--- src/rtl/swt_pkg.sv ---
// Purpose: Shared constants for the self wake-up timer and its controller
// Assumes: One system clock, the 10 kHz oscillator arrives as a plain input
// Notes: Device registers sit at their byte addresses on the device port
package swt_pkg;

  // Device register addresses on the device port
  localparam logic [7:0] SWT_ADDR_RELOAD = 8'h86;
  localparam logic [7:0] SWT_ADDR_CTRL = 8'h8f;

  // Device register widths and reset values
  localparam int SWT_DATA_W = 8;
  localparam int SWT_CNT_W = 8;
  localparam int SWT_PS_CNT_W = 11;
  localparam logic [7:0] SWT_CTRL_RST = 8'h00;
  localparam logic [7:0] SWT_RELOAD_RST = 8'h00;
  localparam logic [7:0] SWT_CNT_MAX = 8'hff;

  // Control register field positions
  localparam int SWT_PS_LSB = 0;
  localparam int SWT_PS_MSB = 2;
  localparam int SWT_RUN_BIT = 3;
  localparam int SWT_FLAG_BIT = 4;
  localparam logic [2:0] SWT_RSVD_ZERO = 3'h0;
  localparam logic [2:0] SWT_PS_DIV1 = 3'h0;

  // Prescale select to oscillator divide ratio
  localparam int SWT_DIV [8] = '{1, 4, 16, 64, 256, 512, 1024, 2048};

  // Oscillator and system clock figures
  localparam int SWT_OSC_HZ = 10000;
  localparam int SWT_SYS_HZ = 10000000;

  // Controller register offsets on the APB side
  localparam logic [7:0] SWT_APB_CTRL = 8'h00;
  localparam logic [7:0] SWT_APB_RELOAD = 8'h04;
  localparam logic [7:0] SWT_APB_STAT = 8'h08;
  localparam logic [7:0] SWT_APB_IEN = 8'h0c;
  localparam logic [7:0] SWT_APB_ICLR = 8'h10;
  localparam logic [7:0] SWT_APB_MIRROR = 8'h14;
  localparam logic [7:0] SWT_APB_FCLR = 8'h18;

  // Controller control register fields
  localparam int SWT_H_WIEN_BIT = 4;
  localparam int SWT_H_GIEN_BIT = 5;
  localparam int SWT_H_OSCEN_BIT = 6;
  localparam int SWT_H_CTRL_W = 7;

  // Controller status bits: overflow seen, request refused
  localparam int SWT_ST_W = 2;
  localparam int SWT_ST_OVF = 0;
  localparam int SWT_ST_REF = 1;

endpackage

--- src/rtl/swt_if.sv ---
// Purpose: Register port between the wake-up timer and its controller
// Assumes: Both ends run on the same clock
// Notes: Controller drives requests, timer answers with registered data
`timescale 1ns/1ps
interface swt_if;
  import swt_pkg::*;

  logic [7:0] sfr_addr;
  logic sfr_wr;
  logic [7:0] sfr_wdata;
  logic sfr_rd;
  logic [7:0] sfr_rdata;
  logic wakeup_irq_enable;
  logic global_irq_enable;

  // Timer end
  modport device(
    input sfr_addr,
    input sfr_wr,
    input sfr_wdata,
    input sfr_rd,
    input wakeup_irq_enable,
    input global_irq_enable,
    output sfr_rdata
  );

  // Controller end
  modport host(
    output sfr_addr,
    output sfr_wr,
    output sfr_wdata,
    output sfr_rd,
    output wakeup_irq_enable,
    output global_irq_enable,
    input sfr_rdata
  );

endinterface

--- src/rtl/swt_host.sv ---
// Purpose: APB controller that programs the wake-up timer
// Assumes: Zero wait APB slave, registered pready high in the first access cycle
// Notes: Control register of the timer is polled every idle cycle
`timescale 1ns/1ps
module swt_host
  import swt_pkg::*;
(
  input wire logic clock,
  input wire logic rstn,
  input wire logic ce,
  input wire logic psel,
  input wire logic penable,
  input wire logic pwrite,
  input wire logic [7:0] paddr,
  input wire logic [31:0] pwdata,
  output logic [31:0] prdata,
  output logic pready,
  output logic pslverr,
  output logic irq,
  output logic osc_enable,
  input wire logic osc_stable,
  swt_if.host bus
);

  logic pready_r;
  logic pslverr_r;
  logic [31:0] prdata_r;
  logic [SWT_H_CTRL_W-1:0] hctrl_r;
  logic [7:0] hreload_r;
  logic [SWT_ST_W-1:0] stat_r;
  logic [SWT_ST_W-1:0] ien_r;
  logic [7:0] mirror_r;
  logic rd_d_r;
  logic irq_r;
  logic sfr_wr_r;
  logic sfr_rd_r;
  logic [7:0] sfr_addr_r;
  logic [7:0] sfr_wdata_r;

  // APB phases and address decode
  wire setup = psel & ~penable;
  wire wr_take = psel & penable & pready_r & pwrite;
  wire hit_ctrl = (paddr == SWT_APB_CTRL);
  wire hit_reload = (paddr == SWT_APB_RELOAD);
  wire hit_stat = (paddr == SWT_APB_STAT);
  wire hit_ien = (paddr == SWT_APB_IEN);
  wire hit_iclr = (paddr == SWT_APB_ICLR);
  wire hit_mirror = (paddr == SWT_APB_MIRROR);
  wire hit_fclr = (paddr == SWT_APB_FCLR);
  wire mapped = hit_ctrl | hit_reload | hit_stat | hit_ien | hit_iclr | hit_mirror | hit_fclr;

  // Read data selection, write-only and unmapped read zero
  wire [31:0] rd_word = hit_ctrl ? 32'(hctrl_r) :
                        hit_reload ? 32'(hreload_r) :
                        hit_stat ? 32'(stat_r) :
                        hit_ien ? 32'(ien_r) :
                        hit_mirror ? 32'(mirror_r) : 32'h0;

  // RULE15: refuse reload FFH at divide by one
  wire bad_ctrl = (pwdata[SWT_PS_MSB:SWT_PS_LSB] == SWT_PS_DIV1) & (hreload_r == SWT_CNT_MAX);
  wire bad_rel = (hctrl_r[SWT_PS_MSB:SWT_PS_LSB] == SWT_PS_DIV1) & (pwdata[7:0] == SWT_CNT_MAX);
  // RULE14: reload only while halted
  wire rel_ok = wr_take & hit_reload & ~bad_rel & ~hctrl_r[SWT_RUN_BIT];
  wire ctl_ok = wr_take & hit_ctrl & ~bad_ctrl;
  wire fclr = wr_take & hit_fclr & pwdata[0];
  wire refused = wr_take & ((hit_reload & ~rel_ok) | (hit_ctrl & bad_ctrl));

  // RULE6: run forwarded only with a stable oscillator
  wire run_fwd = pwdata[SWT_RUN_BIT] & osc_stable;
  wire [7:0] ctl_word = {SWT_RSVD_ZERO, 1'b1, run_fwd, pwdata[SWT_PS_MSB:SWT_PS_LSB]};
  wire [7:0] fclr_word = {SWT_RSVD_ZERO, 1'b0, hctrl_r[SWT_RUN_BIT:SWT_PS_LSB]};
  wire fwd = rel_ok | ctl_ok | fclr;
  wire [7:0] fwd_addr = rel_ok ? SWT_ADDR_RELOAD : SWT_ADDR_CTRL;
  wire [7:0] fwd_data = rel_ok ? pwdata[7:0] : ctl_ok ? ctl_word : fclr_word;

  // Overflow seen as a rising flag in the polled control word
  wire ovf_evt = rd_d_r & bus.sfr_rdata[SWT_FLAG_BIT] & ~mirror_r[SWT_FLAG_BIT];
  wire [SWT_ST_W-1:0] set_mask = {refused, ovf_evt};
  wire [SWT_ST_W-1:0] clr_mask = (wr_take & hit_iclr) ? pwdata[SWT_ST_W-1:0] : '0;

  // APB answer one cycle after setup
  always_ff @(posedge clock or negedge rstn) begin
    if (!rstn) begin
      pready_r <= 1'b0;
      pslverr_r <= 1'b0;
      prdata_r <= 32'h0;
    end else if (ce) begin
      pready_r <= setup;
      pslverr_r <= setup & ~mapped;
      if (setup) begin
        prdata_r <= rd_word;
      end
    end
  end

  // Controller registers, status set wins over clear
  // RULE7: run may precede sleep
  always_ff @(posedge clock or negedge rstn) begin
    if (!rstn) begin
      hctrl_r <= '0;
      hreload_r <= SWT_RELOAD_RST;
      ien_r <= '0;
      stat_r <= '0;
    end else if (ce) begin
      if (ctl_ok) begin
        hctrl_r <= {pwdata[SWT_H_OSCEN_BIT:SWT_FLAG_BIT], run_fwd,
                    pwdata[SWT_PS_MSB:SWT_PS_LSB]};
      end
      if (rel_ok) begin
        hreload_r <= pwdata[7:0];
      end
      if (wr_take & hit_ien) begin
        ien_r <= pwdata[SWT_ST_W-1:0];
      end
      stat_r <= (stat_r & ~clr_mask) | set_mask;
    end
  end

  // Timer port: one write pulse per request, otherwise poll control
  // RULE13: software clears flag
  always_ff @(posedge clock or negedge rstn) begin
    if (!rstn) begin
      sfr_wr_r <= 1'b0;
      sfr_rd_r <= 1'b0;
      sfr_addr_r <= SWT_ADDR_CTRL;
      sfr_wdata_r <= 8'h00;
      rd_d_r <= 1'b0;
      mirror_r <= SWT_CTRL_RST;
      irq_r <= 1'b0;
    end else if (ce) begin
      sfr_wr_r <= fwd;
      sfr_rd_r <= ~fwd;
      sfr_addr_r <= fwd ? fwd_addr : SWT_ADDR_CTRL;
      sfr_wdata_r <= fwd ? fwd_data : 8'h00;
      rd_d_r <= sfr_rd_r;
      if (rd_d_r) begin
        mirror_r <= bus.sfr_rdata;
      end
      irq_r <= |(stat_r & ien_r);
    end
  end

  assign bus.sfr_wr = sfr_wr_r;
  assign bus.sfr_rd = sfr_rd_r;
  assign bus.sfr_addr = sfr_addr_r;
  assign bus.sfr_wdata = sfr_wdata_r;
  assign bus.wakeup_irq_enable = hctrl_r[SWT_H_WIEN_BIT];
  assign bus.global_irq_enable = hctrl_r[SWT_H_GIEN_BIT];
  assign prdata = prdata_r;
  assign pready = pready_r;
  assign pslverr = pslverr_r;
  assign irq = irq_r;
  assign osc_enable = hctrl_r[SWT_H_OSCEN_BIT];

endmodule

--- src/flat_wrapper.sv ---
// flat-port wrapper written by rule: the top's interface ports become plain ports
module swt_host_flat import swt_pkg::*;
  (clock, rstn, ce, psel, penable, pwrite, paddr, pwdata, prdata, pready, pslverr, irq, osc_enable, osc_stable, bus_sfr_addr, bus_sfr_wr, bus_sfr_wdata, bus_sfr_rd, bus_wakeup_irq_enable, bus_global_irq_enable, bus_sfr_rdata);
  swt_if bus_i ();
  input wire logic clock;
  input wire logic rstn;
  input wire logic ce;
  input wire logic psel;
  input wire logic penable;
  input wire logic pwrite;
  input wire logic [7:0] paddr;
  input wire logic [31:0] pwdata;
  output logic [31:0] prdata;
  output logic pready;
  output logic pslverr;
  output logic irq;
  output logic osc_enable;
  input wire logic osc_stable;
  output wire logic [$bits(bus_i.sfr_addr)-1:0] bus_sfr_addr;
  output wire logic [$bits(bus_i.sfr_wr)-1:0] bus_sfr_wr;
  output wire logic [$bits(bus_i.sfr_wdata)-1:0] bus_sfr_wdata;
  output wire logic [$bits(bus_i.sfr_rd)-1:0] bus_sfr_rd;
  output wire logic [$bits(bus_i.wakeup_irq_enable)-1:0] bus_wakeup_irq_enable;
  output wire logic [$bits(bus_i.global_irq_enable)-1:0] bus_global_irq_enable;
  input wire logic [$bits(bus_i.sfr_rdata)-1:0] bus_sfr_rdata;
  assign bus_sfr_addr = bus_i.sfr_addr;
  assign bus_sfr_wr = bus_i.sfr_wr;
  assign bus_sfr_wdata = bus_i.sfr_wdata;
  assign bus_sfr_rd = bus_i.sfr_rd;
  assign bus_wakeup_irq_enable = bus_i.wakeup_irq_enable;
  assign bus_global_irq_enable = bus_i.global_irq_enable;
  assign bus_i.sfr_rdata = bus_sfr_rdata;
  swt_host u_core (.clock(clock), .rstn(rstn), .ce(ce), .psel(psel), .penable(penable), .pwrite(pwrite), .paddr(paddr), .pwdata(pwdata), .prdata(prdata), .pready(pready), .pslverr(pslverr), .irq(irq), .osc_enable(osc_enable), .osc_stable(osc_stable), .bus(bus_i));
endmodule
--- config.mk ---
export PLATFORM = sky130hd
export DESIGN_NAME = swt_host_flat
export DESIGN_NICKNAME = d
export VERILOG_FILES = /design/src/rtl/swt_pkg.sv /design/src/rtl/swt_if.sv /design/src/rtl/swt_host.sv /design/src/flat_wrapper.sv
export SDC_FILE = /design/constraint.sdc
export NUM_CORES = 1
export LEC_CHECK = 0
export BUFFER_PORTS_ARGS = -buffer_cell sky130_fd_sc_hd__buf_2
export CAP_MARGIN = 0
export CORE_UTILIZATION = 42
export DETAILED_ROUTE_END_ITERATION = 10
export PLACE_DENSITY_LB_ADDON = 0.3
export SLEW_MARGIN = 20
export SYNTH_ARGS = -nofsm -noshare
export SYNTH_HDL_FRONTEND = slang
export SYNTH_SLANG_ARGS = --single-unit
--- constraint.sdc ---
create_clock -name clock -period 2.5 [get_ports clock]
set_input_delay 0.5 -clock clock [delete_from_list [all_inputs] [get_ports clock]]
set_output_delay 0.5 -clock clock [all_outputs]
set_load 0.005 [all_outputs]
==> flow_summary.toml <==
[outcome]
outcome = "finished, final reports clean"

[clock_tree]
clock_transition_at_the_registers_of_the_reported_paths_ns = 0.09
max-clock-path-buffers = 2
clock_tree.root_cell = "sky130_fd_sc_hd__clkbuf_8"
post_cts_hold_buffer_count = 0
post-cts-setup-buffers = 0
post_cts_resize_count = 0
cts_htree_levels = 2
cts.sink_count = 50
clock_insertion_delay_worst_skew_ns = 0.31
tritoncts.num_buffers = 5
clock_tree_from_tritoncts = "built"

[setup_path]
critical_path.endpoint_type = "register"
setup.worst_path.start_class = "register"
arr_time_crit_path_ns = 2.27
crit_fanout = 6
criticalPathCategory = "reg2reg"
critical_path_required_ns = 2.66
ff2ff_setup_slack_ns = 0.39

[yosys]
most_area_consuming_cells_after_synthesis = "sky130_fd_sc_hd__dfrtp_1, sky130_fd_sc_hd__buf_4, sky130_fd_sc_hd__mux2_2, sky130_fd_sc_hd__o21ai_0, sky130_fd_sc_hd__nand2_1"
ys_async_sr_fraction = 1.00
synth-seq-area-share = 0.482
netlist_instances = 248
syn_avg_cell_area_sq_um = 10.5
post-synth-top-count-cell = "sky130_fd_sc_hd__dfrtp_1"
synth_flop_cell = "sky130_fd_sc_hd__dfrtp_1"
synth_enable_flop_cells = 0
synth.ff_latch_count = 50
dominant_cell_type_by_area_after_synthesis = "sky130_fd_sc_hd__dfrtp_1"
synthDominantCellAreaShare = 0.472
netlist_top_cells_count = "sky130_fd_sc_hd__dfrtp_1, sky130_fd_sc_hd__buf_4, sky130_fd_sc_hd__nand2_1"
synth_cell_type_count = 43
syn-cell-area_sq_um = 2600
yosys_warnings = 0

[sta]
clock-skew-final_ns = 0.0124
period_needed_ns = 2.11
post-route-period-util = 0.842
fmax_mhz = 475
rsz0062_at_grt = "no"
timing.max_slew.rel_slack = 0.589
hold_violations = 0
drv_slew = 0
setup_tns_ns = 0
setup_viols_final = 0
tightest_slew_ns = 0.617
timing.final.ws_setup_ns = 0.394

[routing]
detailed_route_wire_length_um = 5540
detailed_route_vias_per_instance = 5.12
detail_route.wl_per_cell_um = 14.4
route.antenna.remaining_nets = 0
routed-via-count = 1971
firstDrtPassIters = 5
remaining_drc_errors = 0
drt_iter0_markers = 118

[power_and_ir_drop]
leakage_nw = 1.42
worst_voltage_drop_across_the_vdd_grid_v = 0.000313
powerDensity_nw_per_um2 = 495

[finish]
layout.nets = 364
area_growth_syn_to_layout_pct = 14.4
layout-drive-gt1-share = 0.342
diodes = 0
filler_cell_count = 571

[placement]
routabilityCongestion = 0.794
dpl.hpwl_um = 4170
pre_cts_ws_ns = 0.280
io_buffers = 56

[run]
drv_cap = 0

[floorplanning]
die_area_sq_um = 6510
core-area_sq_um = 5960
die_h_um = 80.7
floorplan.die.width_um = 80.7
pin_count = 111
floorplan.initialDensity = 0.437
cell_row_count = 28

[grt]
vias_in_the_first_global_route = 1818
grtUsageTotal = 0.183
antenna_found_initial = 0
maximum_number_of_pins_on_one_net_before_global_route_repair = 51
grt.overflow.total = 0
global_route_wire_length_before_repair_um = 9000

[min_path]
holdCritPathClass = "in2async"
-- cells by family after synthesis --
group,count (synthesis),share of synthesized area
buffers and inverters,49,0.118
DFF,50,0.482
AOI/OAI and AO/OA,51,0.127
muxes,22,0.0953
other,2,0.00289
and+or+nand+nor,74,0.175
-- final cells by class --
type,instances,area [sq um],area share
Sequential cell,50,1250,0.421
Multi-Input combinational cell,177,1140,0.385
Timing Repair Buffer,65,348,0.117
Tap cell,75,93.8,0.0315
Clock buffer,6,82.6,0.0278
Inverter,10,37.5,0.0126
Clock inverter,2,16.3,0.00547
-- state kept, by name, indices dropped and copies added, names as in the netlist --
name	count
u_core.bus.sfr_wdata	8
u_core.hreload_r	8
u_core.mirror_r	8
u_core.prdata	8
u_core.hctrl_r	7
u_core.ien_r	2
u_core.stat_r	2
u_core.bus.sfr_addr	1
u_core.bus.sfr_rd	1
u_core.bus.sfr_wr	1
u_core.irq	1
u_core.pready	1
u_core.pslverr	1
u_core.rd_d_r	1
-- through the flow --
step | power, mW | area [sq um] | utilization | hold slack (ns) | cells
3_5_place_dp | 0.986 | 2880 | 0.483 | 0.469 | 377
3_3_place_gp | 0.983 | 2880 | 0.483 | 0.466 | 377
5_1_grt | 1.54 | 2980 | 0.500 | 0.347 | 385
4_1_cts | 1.49 | 2980 | 0.500 | 0.318 | 385
2_1_floorplan | 0.945 | 2710 | - | 0.204 | 276
6_report | 1.47 | 2980 | 0.500 | 0.289 | 385
-- report_power, final --
group | leakage (nW) | switching (mW) | internal [mW] | total, mW
logic | 0.712 | 0.0808 | 0.0480 | 0.129
clock network | 0.0478 | 0.276 | 0.228 | 0.504
registers | 0.656 | 0.0116 | 0.828 | 0.839
-- metal layers --
layer	part of all wire	track usage	routed length, um	vias to the layer above
li1	-	-	-	942
met1	0.47	0.249	2580	949
met2	0.47	0.296	2610	70
met3	0.050	0.0330	276	10
met4	0.013	0.0518	70	0
met5	0	0	0	-
-- final timing paths --
path,to,cells after the start,startpoint
max in group asynchronous,u_core.prdata[0],2,rstn
worst min-delay path,u_core.rd_d_r,2,rstn
min in group clock,u_core.mirror_r[3],2,bus_sfr_rdata[3]
worst max register to register,u_core.bus.sfr_wr,6,u_core.hctrl_r[2]
worst min register to register,u_core.prdata[5],2,u_core.prdata[5]
worst max-delay path,u_core.bus.sfr_wr,6,u_core.hctrl_r[2]
-- layout by cell type (no fill, tap or decap), drive strengths merged, types with 7 or more instances in the layout --
cell and n:
nor2 7, nand2 26, dfrtp 49, nor3 7, mux2 22, conb 30
buf 65, o21ai 24, inv 11
-- worst max-delay path: stages (launching register included) --
cell and delay, ns:
sky130_fd_sc_hd__dfrtp_1 0.43, sky130_fd_sc_hd__or4b_4 0.56, sky130_fd_sc_hd__nor3_4 0.30, sky130_fd_sc_hd__nor4_4 0.08, sky130_fd_sc_hd__buf_4 0.17, sky130_fd_sc_hd__a211oi_2 0.28, sky130_fd_sc_hd__o21ai_0 0.14
(Power assumes the default switching activity.)
